===== src/logic/serial_option_loader_consts.vh =====
// constants for the serial option loader
`ifndef SERIAL_OPTION_LOADER_CONSTS_VH
`define SERIAL_OPTION_LOADER_CONSTS_VH
`define SET_WIDTH 39
`define OPT_LOW_BIT 25
`define OPT_HIGH_BIT 38
`define OPT_COUNT 14
`define FULL_COUNT 39
`define BIT_HORN_SELECT 38
`define BIT_EOL_ENABLE 37
`define BIT_LB_HUSH_ENABLE 36
`define BIT_HUSH_OPTION 35
`define BIT_DRIFT_ENABLE 34
`define BIT_TRIP_HI 33
`define BIT_TRIP_LO 31
`define FLD_CURRENT_HI 30
`define FLD_CURRENT_LO 29
`define FLD_INTEG_HI 28
`define FLD_INTEG_LO 27
`define FLD_GAIN_HI 26
`define FLD_GAIN_LO 25
`define FLD_NORMAL_HI 24
`define FLD_NORMAL_LO 20
`define FLD_HYST_HI 19
`define FLD_HYST_LO 15
`define FLD_HUSH_HI 14
`define FLD_HUSH_LO 10
`define FLD_CHAMBER_HI 9
`define FLD_CHAMBER_LO 5
`define FLD_DRIFT_HI 4
`define FLD_DRIFT_LO 0
`define STORE_PULSE_MS 10
`define CLK_HZ 10000000
`define STORE_PULSE_CYCLES ((`STORE_PULSE_MS * `CLK_HZ + 999) / 1000)
`define MODE_STEPS_W 4
`define MODE_OPTION 4'h0
`define MODE_FULL 4'h6
`endif


===== src/logic/pin_sync.v =====
// two-flop synchroniser with rise and fall detection
`timescale 1ns/1ps
`default_nettype none
module pin_sync (
   input wire core_clk, // core clock
   input wire rst, // async reset, active high
   input wire pin_in, // asynchronous pin
   output reg level, // synchronised level
   output wire rise, // one-cycle rising pulse
   output wire fall // one-cycle falling pulse
);
   reg meta; // first stage, read only by level
   reg prev; // previous synchronised level
   // two flops, then one more for edge detection
   always @(posedge core_clk or posedge rst) begin
      if (rst) begin
         meta <= 1'b0;
         level <= 1'b0;
         prev <= 1'b0;
      end else begin
         meta <= pin_in;
         level <= meta;
         prev <= level;
      end
   end
   assign rise = level & ~prev;
   assign fall = ~level & prev;
endmodule
`default_nettype wire


===== src/logic/serial_option_loader.v =====
// serial loader for option and calibration settings
//
// Functional notes
// load options serially, data pin plus shift clock
// committed bits persist as working configuration
// programmer holds all pins low at power-up
// enable pin rises, stays high throughout sequence
// option mode loads bits 25 to 38 only
// full serial mode loads bits 0 to 38
// settings register field layout from bit 38
// horn select one temporal, zero continuous
// programmer presents data, pulses clock per bit
// store pulse of 10 ms commits shift register
// button swing to boost counts one mode step
// option bits shifted 25 first, 38 last
// sample data on rising shift clock edge
`include "serial_option_loader_consts.vh"
`timescale 1ns/1ps
`default_nettype none
module serial_option_loader #(
   parameter STORE_MIN_CYCLES = `STORE_PULSE_CYCLES // core cycles the store pin must stay high
) (
   input wire core_clk, // core clock, 10 MHz
   input wire rst, // power-on reset, active high
   input wire program_mode_pin, // programming enable pin
   input wire button_data_pin, // button pin, data level
   input wire button_boost_pin, // button pin at boost level, mode clock
   input wire shift_clock_pin, // serial shift clock
   input wire interconnect_pin, // store strobe during programming
   output reg [38:0] config_calibration_settings, // committed settings
   output reg horn_temporal, // 1 temporal, 0 continuous horn
   output reg end_of_life_enable, // end-of-life check on
   output reg low_battery_hush_enable, // low battery hush on
   output reg hush_option, // hush cancel option
   output reg drift_enable, // long-term drift on
   output reg [2:0] battery_trip_select, // battery trip point
   output reg [1:0] emitter_current_select, // emitter current
   output reg [1:0] integration_time_select, // integration time
   output reg [1:0] amplifier_gain_select, // amplifier gain
   output reg [4:0] normal_threshold, // normal limit
   output reg [4:0] hysteresis_threshold, // hysteresis limit
   output reg [4:0] reduced_sensitivity_threshold, // hush limit
   output reg [4:0] chamber_check_threshold, // chamber limit
   output reg [4:0] drift_baseline, // drift sample
   output reg [3:0] test_mode, // current mode step
   output reg store_done // pulses for one cycle, in the same cycle as a commit
);
   wire prog_level; // synchronised enable
   wire prog_rise; // enable edge
   wire data_level; // synchronised data
   wire boost_rise; // mode step edge
   wire sclk_rise; // shift clock edge
   wire ic_level; // synchronised store pin
   wire ic_fall; // store pin falling
   // raw pins gathered for the synchroniser loop:
   // 0 enable, 1 data, 2 boost, 3 shift clock, 4 store strobe
   wire [4:0] pin_vec; // raw asynchronous pins
   wire [4:0] sync_level; // levels after two flops
   wire [4:0] sync_rise; // one-cycle rising pulses
   wire [4:0] sync_fall; // one-cycle falling pulses
   genvar g; // synchroniser index
   reg [38:0] shift_reg; // staging shift register
   reg [5:0] bit_count; // bits taken in this mode
   reg [31:0] ic_high_cycles; // length of store pulse so far
   reg ic_long; // store pulse met minimum width
   reg armed; // session entered through enable rise
   wire option_mode; // option load selected
   wire full_mode; // full read/write selected
   wire [5:0] limit; // bits allowed in this mode

   assign pin_vec = {interconnect_pin, shift_clock_pin, button_boost_pin, button_data_pin, program_mode_pin};

   // one synchroniser per pin; data and shift clock share the same
   // two-flop delay, so a data bit and its clock edge stay aligned
   generate
      for (g = 0; g < 5; g = g + 1) begin : gen_sync
         pin_sync u_sync (
            .core_clk(core_clk), // shared clock
            .rst(rst), // shared reset
            .pin_in(pin_vec[g]), // raw pin
            .level(sync_level[g]), // settled level
            .rise(sync_rise[g]), // rising pulse
            .fall(sync_fall[g]) // falling pulse
         );
      end
   endgenerate

   // named views of the synchronised pins
   assign prog_level = sync_level[0];
   assign prog_rise = sync_rise[0];
   assign data_level = sync_level[1];
   assign boost_rise = sync_rise[2];
   assign sclk_rise = sync_rise[3];
   assign ic_level = sync_level[4];
   assign ic_fall = sync_fall[4];

   // mode decode and the bit budget of each loading mode
   assign option_mode = (test_mode == `MODE_OPTION);
   assign full_mode = (test_mode == `MODE_FULL);
   assign limit = option_mode ? 6'd`OPT_COUNT : 6'd`FULL_COUNT;

   // session arming and mode step counter
   // a session only opens on an enable rise, and since the synchroniser resets low, an enable pin
   // that is already high when reset ends still gives that rise and arms the loader
   always @(posedge core_clk or posedge rst) begin
      if (rst) begin
         armed <= 1'b0;
         test_mode <= `MODE_OPTION;
      end else if (!prog_level) begin
         armed <= 1'b0;
         test_mode <= `MODE_OPTION;
      end else begin
         if (prog_rise) begin
            armed <= 1'b1;
         end
         // each swing to boost level is one mode step
         if (armed && boost_rise) begin
            test_mode <= test_mode + 4'h1;
         end
      end
   end

   // serial shift-in on rising shift clock
   // extra clocks past the mode's bit count are dropped, and any
   // boost swing restarts the count for the newly selected mode
   always @(posedge core_clk or posedge rst) begin
      if (rst) begin
         shift_reg <= 39'h0;
         bit_count <= 6'h0;
      end else if (!prog_level) begin
         bit_count <= 6'h0;
      end else if (boost_rise) begin
         bit_count <= 6'h0; // new mode restarts the count
      end else if (armed && sclk_rise && (option_mode || full_mode) && bit_count < limit) begin
         bit_count <= bit_count + 6'h1;
         if (option_mode) begin
            // first bit lands at 25 after all shifts, last at 38
            shift_reg[38:25] <= {data_level, shift_reg[38:26]};
         end else begin
            // full mode walks the whole register, first bit ends at 0
            shift_reg <= {data_level, shift_reg[38:1]};
         end
      end
   end

   // store pulse width measurement
   // counts only while the pin is high; the flag survives the falling
   // edge through the cycle in which the commit looks at it and the one after
   // the count stops at the minimum width, so long pulses cannot wrap
   always @(posedge core_clk or posedge rst) begin
      if (rst) begin
         ic_high_cycles <= 32'h0;
         ic_long <= 1'b0;
      end else if (ic_level && prog_level) begin
         if (ic_high_cycles >= STORE_MIN_CYCLES - 1) begin
            ic_long <= 1'b1;
         end else begin
            ic_high_cycles <= ic_high_cycles + 32'h1;
         end
      end else if (!ic_level) begin
         ic_high_cycles <= 32'h0;
         ic_long <= ic_long & ic_fall;
      end
   end

   // commit shift register into nonvolatile copy
   // only modes 0 and 6 carry serial data; a store strobe in any
   // other mode leaves the committed copy as it was
   always @(posedge core_clk or posedge rst) begin
      if (rst) begin
         config_calibration_settings <= 39'h0;
         store_done <= 1'b0;
      end else begin
         store_done <= 1'b0;
         if (armed && prog_level && ic_fall && ic_long && (option_mode || full_mode)) begin
            if (option_mode) begin
               config_calibration_settings[38:25] <= shift_reg[38:25];
            end else begin
               config_calibration_settings <= shift_reg;
            end
            store_done <= 1'b1;
         end
      end
   end

   // decode working fields from committed settings
   // one register stage, so the fields trail the settings by a cycle
   always @(posedge core_clk or posedge rst) begin
      if (rst) begin
         horn_temporal <= 1'b0;
         end_of_life_enable <= 1'b0;
         low_battery_hush_enable <= 1'b0;
         hush_option <= 1'b0;
         drift_enable <= 1'b0;
         battery_trip_select <= 3'h0;
         emitter_current_select <= 2'h0;
         integration_time_select <= 2'h0;
         amplifier_gain_select <= 2'h0;
         normal_threshold <= 5'h0;
         hysteresis_threshold <= 5'h0;
         reduced_sensitivity_threshold <= 5'h0;
         chamber_check_threshold <= 5'h0;
         drift_baseline <= 5'h0;
      end else begin
         horn_temporal <= config_calibration_settings[`BIT_HORN_SELECT];
         end_of_life_enable <= config_calibration_settings[`BIT_EOL_ENABLE];
         low_battery_hush_enable <= config_calibration_settings[`BIT_LB_HUSH_ENABLE];
         hush_option <= config_calibration_settings[`BIT_HUSH_OPTION];
         drift_enable <= config_calibration_settings[`BIT_DRIFT_ENABLE];
         battery_trip_select <= config_calibration_settings[`BIT_TRIP_HI:`BIT_TRIP_LO];
         emitter_current_select <= config_calibration_settings[`FLD_CURRENT_HI:`FLD_CURRENT_LO];
         integration_time_select <= config_calibration_settings[`FLD_INTEG_HI:`FLD_INTEG_LO];
         amplifier_gain_select <= config_calibration_settings[`FLD_GAIN_HI:`FLD_GAIN_LO];
         normal_threshold <= config_calibration_settings[`FLD_NORMAL_HI:`FLD_NORMAL_LO];
         hysteresis_threshold <= config_calibration_settings[`FLD_HYST_HI:`FLD_HYST_LO];
         reduced_sensitivity_threshold <= config_calibration_settings[`FLD_HUSH_HI:`FLD_HUSH_LO];
         chamber_check_threshold <= config_calibration_settings[`FLD_CHAMBER_HI:`FLD_CHAMBER_LO];
         drift_baseline <= config_calibration_settings[`FLD_DRIFT_HI:`FLD_DRIFT_LO];
      end
   end
endmodule
`default_nettype wire


===== config.mk =====
export PLATFORM = sky130hd
export DESIGN_NAME = serial_option_loader
export DESIGN_NICKNAME = d
export VERILOG_FILES = /design/src/logic/pin_sync.v /design/src/logic/serial_option_loader.v
export VERILOG_INCLUDE_DIRS = /design/src /design/src/logic
export SDC_FILE = /design/constraint.sdc
export NUM_CORES = 1
export LEC_CHECK = 0
export BUFFER_PORTS_ARGS = -buffer_cell sky130_fd_sc_hd__buf_2
export CORE_ASPECT_RATIO = 1.75
export CORE_UTILIZATION = 40
export CTS_BUF_LIST = sky130_fd_sc_hd__clkbuf_16
export DETAILED_ROUTE_END_ITERATION = 12
export PLACE_DENSITY = 0.7
export SETUP_SLACK_MARGIN = 0.02
export SKIP_CTS_REPAIR_TIMING = 1
export SYNTH_ARGS = -nofsm -noshare
export SYNTH_HDL_FRONTEND = slang
export SYNTH_SLANG_ARGS = --single-unit
export TNS_END_PERCENT = 10

===== constraint.sdc =====
create_clock -name core_clk -period 16.07 [get_ports core_clk]
set_input_delay 0.8035 -clock core_clk [delete_from_list [all_inputs] [get_ports core_clk]]
set_output_delay 0.8035 -clock core_clk [all_outputs]
set_load 0.01 [all_outputs]

### Word level (Yosys, flattened, before mapping)

Index checks and enable logic that the tools add are counted.

| cells by class | value |
|---|---|
| add/sub/neg operators | 3 |
| order comparisons | 2 |
| eq/ne operators | 7 |
| muxes and demuxes | 15 |
| bitwise gates (word level) | 11 |
| reduce and logical (&&, ||, !) cells | 16 |

Operators with widths:

| operator | number |
|---|---|
| 32-bit 2-to-1 mux | 3 |
| 32-bit by 1-bit adder with 32-bit output, second input constant | 1 |
| 32-bit by 17-bit greater-or-equal comparator with 1-bit output, second input constant | 1 |
| 6-bit 2-to-1 mux | 4 |
| 1-bit logical AND | 9 |
| 4-bit 2-to-1 mux | 2 |
| 2-bit != test, second input constant | 4 |
| 6-bit by 1-bit adder with 6-bit output, second input constant | 1 |
| 6-bit < comparator | 1 |
| 1-bit 2-to-1 mux | 6 |
| 1-bit inverter | 6 |
| 2-bit AND reduction | 3 |
| 1-bit AND | 5 |
| 4-bit by 1-bit adder with 4-bit output, second input constant | 1 |
| 4-bit by 3-bit equality test with 1-bit output, second input constant | 1 |
| 4-bit logical NOT | 1 |
| 4-bit AND reduction | 1 |
| 3-bit != test, second input constant | 1 |
| 3-bit AND reduction | 1 |
| 2-bit by 1-bit != test with 1-bit output, second input constant | 1 |
| 1-bit logical OR | 1 |

| storage, ports and cells | value |
|---|---|
| register bits after elaboration | 176 |
| input bits | 7 |
| output and inout port bits | 83 |

### Depth between registers and ports, before layout

| logic depth | value |
|---|---|
| word-level depth | 8 |
| depth in mapped cells | 10 |
| mapped depth without buffers | 9 |

### Cells and area by module

From an unflattened synthesis, not the netlist that was laid out.

| second synthesis, totals | value |
|---|---|
| cell total of the unflattened synthesis | 449 |
| area total of the unflattened synthesis | 6,591.3 um^2 |

By module, submodules not included:

| module | instances | cells an instance | area an instance (um^2) | seq. area each (um^2) |
|---|---|---|---|---|
| serial_option_loader | 1 | 419 | 6,122.1 | 4,053.9 |
| pin_sync | 5 | 6 | 93.8 | 75.1 |

### Worst setup path before layout

No wires, ideal clock.

| path | value |
|---|---|
| kind | flip-flop to flip-flop |
| from | register test_mode[0] |
| to | register shift_reg[25] |
| library setup time | 0.125 ns |
| arrival | 2.656 ns |
| data required time | 15.945 ns |
| path slack | 13.289 ns |
| cell stages (with the launch flop) | 11 |
| buffers on the path | 2 |
| path through | dfrtp_1 inv_1 ha_1 nor3b_1 ha_1 or3b_1 or4_1 buf_2 nor3_4 buf_6 mux2_2 |

| on the way | value |
|---|---|
| word-level cells in the longest chain between the ends | 5 |
| elaborated cells between the ends (all ways) | 8 |

Ends and longest elaborated chain:

| item | line | source |
|---|---|---|
| start, declared | serial_option_loader.v:45 | `output reg [3:0] test_mode,` |
| start signal, assigned | serial_option_loader.v:108 | `` test_mode <= `MODE_OPTION; `` |
| start signal, assigned | serial_option_loader.v:111 | `` test_mode <= `MODE_OPTION; `` |
| start signal, assigned | serial_option_loader.v:118 | `test_mode <= test_mode + 4'h1;` |
| 4-bit logical NOT (no source line) / 4-bit by 3-bit equality test with 1-bit output (equally long branches) | n/a |  |
| 6-bit 2-to-1 mux (no source line) / 1-bit logical OR (equally long branches) | n/a |  |
| 6-bit < comparator / 1-bit logical AND (equally long branches) | serial_option_loader.v:134 | `end else if (armed && sclk_rise && (option_mode \|\| full_mode) && bit_count < limit) begin` |
| 1-bit logical AND (*) | serial_option_loader.v:134 |  |
| 3-bit AND reduction (no source line) (*) | n/a |  |
| end signal, assigned | serial_option_loader.v:138 | `shift_reg[38:25] <= {data_level, shift_reg[38:26]};` |
| end signal, assigned | serial_option_loader.v:141 | `shift_reg <= {data_level, shift_reg[38:1]};` |
| end, declared | serial_option_loader.v:62 | `reg [38:0] shift_reg;` |

Mark *: on every way between the ends. The rest lies on a longest branch, timed or not.
A chain may end at the register's enable or synchronous reset.

### Worst setup path in the final report

| path | value |
|---|---|
| from | register test_mode[0] |
| to | register shift_reg[15] |

| on the way | value |
|---|---|
| word-level cells in the longest chain between the ends | 5 |
| elaborated cells between the ends (all ways) | 9 |

Ends and longest elaborated chain:

| item | line |
|---|---|
| 4-bit logical NOT (no source line) / 4-bit by 3-bit equality test with 1-bit output (equally long branches) | n/a |
| 6-bit 2-to-1 mux (no source line) / 1-bit logical OR (equally long branches) | n/a |
| 6-bit < comparator / 1-bit logical AND (equally long branches) | serial_option_loader.v:134 |
| 1-bit logical AND | serial_option_loader.v:134 |
| 4-bit AND reduction (no source line) (*) | n/a |

Marked as above.

==> results.cfg <==
[worst_setup_path]
worstReg2RegStart = test_mode[0]$_DFFE_PP0P_
critPathKind = register to register
cp_cell_sequence = inv_1 -> ha_1 -> nor3b_1 -> inv_1 -> ha_1 -> o2111a_1 -> o31ai_2 -> nand4_2 -> mux2_2
path_delay_family = simple AND/OR/NAND/NOR gates
worstSetupStartpointType = register
cpMaxStageDelayCell = nand4_2
path_buf_inv = 2
cp_data_arrival_time_ns = 3.70
crit_start = test_mode[0]$_DFFE_PP0P_
cp-end-kind = register
rrSetupSlack_ns = 12.67
rr_worst_depth = 9
cp.depth = 9
regToRegEndpoint = shift_reg[15]$_DFFE_PP0P_
cp_slowest_stage_delay_ns = 0.69
crit_required_ns = 16.36
crit_fanout = 25

[status]
violations = design-rule violations
status = finished with violations

[clock_network]
clk_pin_slew_ns = 0.07
clockRootBuffer = clkbuf_16
clk-insertion-delay-late_ns = 0.42
cts_tree = built
numCtsBuffers = 17
clockBufferDepth = 2
clock-sinks = 176
h-tree-depth = 4

[sta]
holdWs_ns = 0.347
drv_slew = 0
finalSetupViolCount = 0
min_period_ns = 3.40
worstMarginPinSlew_ns = 1.23
rsz0062_at_grt = false
hold_viol_final = 0
layout_worst_path_cycle_share = 0.212
tns_ns = 0
finalClockSkew_ns = 0.00762
relSlewSlack = 0.183
fmax_ghz = 0.294

[pwr]
irDropWorstVdd_uv = 71.4
leakage_nw = 3.98
powerDensity_nw_per_um2 = 114

[cells_and_area]
n_antenna_cell = 0
nets = 548
fill_cells = 1349
final_cells = 736
syn_to_final_growth_pct = 18.5
drive_above_1_share = 0.377

[floorplan]
die_area_um2 = 16800
coreArea_um2 = 15900
fp-row-count = 61
start_util = 0.409
die_w_um = 98.3
chipHeight_um = 171
io_pins = 90

[global_routing]
grt_pass1_vias = 3799
grt_most_used_layer = met2
met1_usage = 0.164
track_usage = 0.142
grt_max_degree = 121
grt_first_pass_wirelength_um = 18600
met2_usage = 0.247
grt_overflow = 0
use_met3 = 0.0355
grt_antenna_before_repair = 0

[logic_synthesis]
ys_seq_area_frac = 0.678
ys_ff_latch = 176
syn_area_per_cell_um2 = 14.8
yosysTopAreaCell = dfrtp_1
syn_nets = 453
netlist_area_um2 = 6490
synth-edff-count = 0
synth_cell_type_count = 49
yosys_warnings = 0
syn_inst = 439
yosys-top-cells-area = dfrtp_1, mux2_2, and2_1, ha_1, a21oi_1
ys.flop_type = dfrtp_1
asyncSetResetFlopFracSynth = 1.00
synth.top_cell.area_share = 0.678

[routing]
via_per_inst = 5.12
dr.pass1.iters = 10
wl_per_cell_um = 15.3
routed_wirelength_um = 11200
drtIter0Drc = 238
drc = 4
ant_nets = 0
via_count = 3770

[hold_path]
min_from = gen_sync[3].u_sync.meta$_DFF_PP0_
holdPathStages = 0
holdPathEnd = gen_sync[3].u_sync.level$_DFF_PP0_
hold_class = register to register

[place]
io_buffer_count = 89
routabilityCongestion = 0.719
dp_hpwl_um = 7640
dp_cells = 704

[run]
drv_cap = 0
-- kinds of logic (layout without fill, tap and decap cells) --
kind of cell / count (synthesis) / in the layout / share of synthesized area
flops: 176 / 176 / 0.678
simple gates: 106 / 106 / 0.100
fa+ha+maj: 7 / 7 / 0.0135
xor+xnor: 5 / 5 / 0.00674
mux: 85 / 85 / 0.146
compound gates: 36 / 36 / 0.0353
buf+inv: 24 / 132 / 0.0198
-- synthesized netlist by cell type (6+ instances only) --
cell and count:
nand3_1 10, or3_1 9, nor2_1 10, o21ai_0 7, inv_1 9, and2_1 21, dfrtp_1 176, mux2_2 73
nand2_1 16, nor4_1 6, mux2i_1 7, a21oi_1 14, ha_1 7
-- power by group --
part,switching (mW),internal [mW]
sequential,0.00440,0.448
clock,0.171,0.231
combinational,0.0139,0.00506
total,0.190,0.684
-- through the flow --
step	power (mW)	cell area, um^2	utilization	setup slack, ns
after floorplan	0.475	6490	-	10.49
after global placement	0.479	7110	0.448	12.73
after detailed placement	0.481	7110	0.448	12.65
after CTS	0.885	7690	0.485	12.62
after global routing	0.905	7690	0.485	12.39
final	0.874	7690	0.485	12.67
-- routing by layer --
layer	up-vias	wire length [um]	share of wire
met2	90	6010	0.53
li1	1739	-	-
met1	1917	4460	0.40
met5	-	0	0
met3	24	439	0.039
met4	0	339	0.030
-- placed cells by master (no fill, tap or decap), types with 3 or more instances in the layout --
cell type  netlist  final
or3_1            9      9
a21oi_1         14     14
inv_6            0      5
nand4_1          5      5
mux2_2          73     73
buf_2            4     89
nand2_1         16     16
xnor2_1          4      4
nor2_1          10     10
and2_1          21     21
ha_1             7      7
o21ai_1          4      4
mux2_1           5      5
clkinv_2         0      3
mux2i_1          7      7
o21ai_0          7      7
nor3_1           3      3
nand2b_1         4      4
clkbuf_16        0     17
inv_1            9      9
nand3_1         10     10
clkinv_4         0      3
dfrtp_1        176    176
or4_1            4      4
nor4_1           6      6
o31ai_1          3      3
-- layout make-up --
cell class / instances / area (um^2) / share of cell area
tap: 189 / 236 / 0.0307
clock buffer: 17 / 425 / 0.0553
sequential: 176 / 4400 / 0.572
multi-input combinational: 239 / 1970 / 0.256
inverter: 9 / 38.8 / 0.00504
timing repair buffer: 91 / 460 / 0.0598
clock inverter: 15 / 160 / 0.0208
-- how the worst max path moves through the flow --
stage                                                              to  slack (ns)
after floorplan                    amplifier_gain_select[0]$_DFF_PP0_       10.49
after global placement    config_calibration_settings[14]$_DFFE_PP0P_       12.73
after detailed placement   config_calibration_settings[8]$_DFFE_PP0P_       12.65
after CTS                                   shift_reg[15]$_DFFE_PP0P_       12.62
after global routing      config_calibration_settings[12]$_DFFE_PP0P_       12.39
final                                       shift_reg[15]$_DFFE_PP0P_       12.67
-- worst reg2reg max path, stage by stage, from the launching register on --
cell      delay (ns)
dfrtp_1         0.41
inv_1           0.13
ha_1            0.17
nor3b_1         0.43
inv_1           0.17
ha_1            0.31
o2111a_1        0.17
o31ai_2         0.24
nand4_2         0.69
mux2_2          0.57
Note: power is estimated with default switching activity, not from simulation.
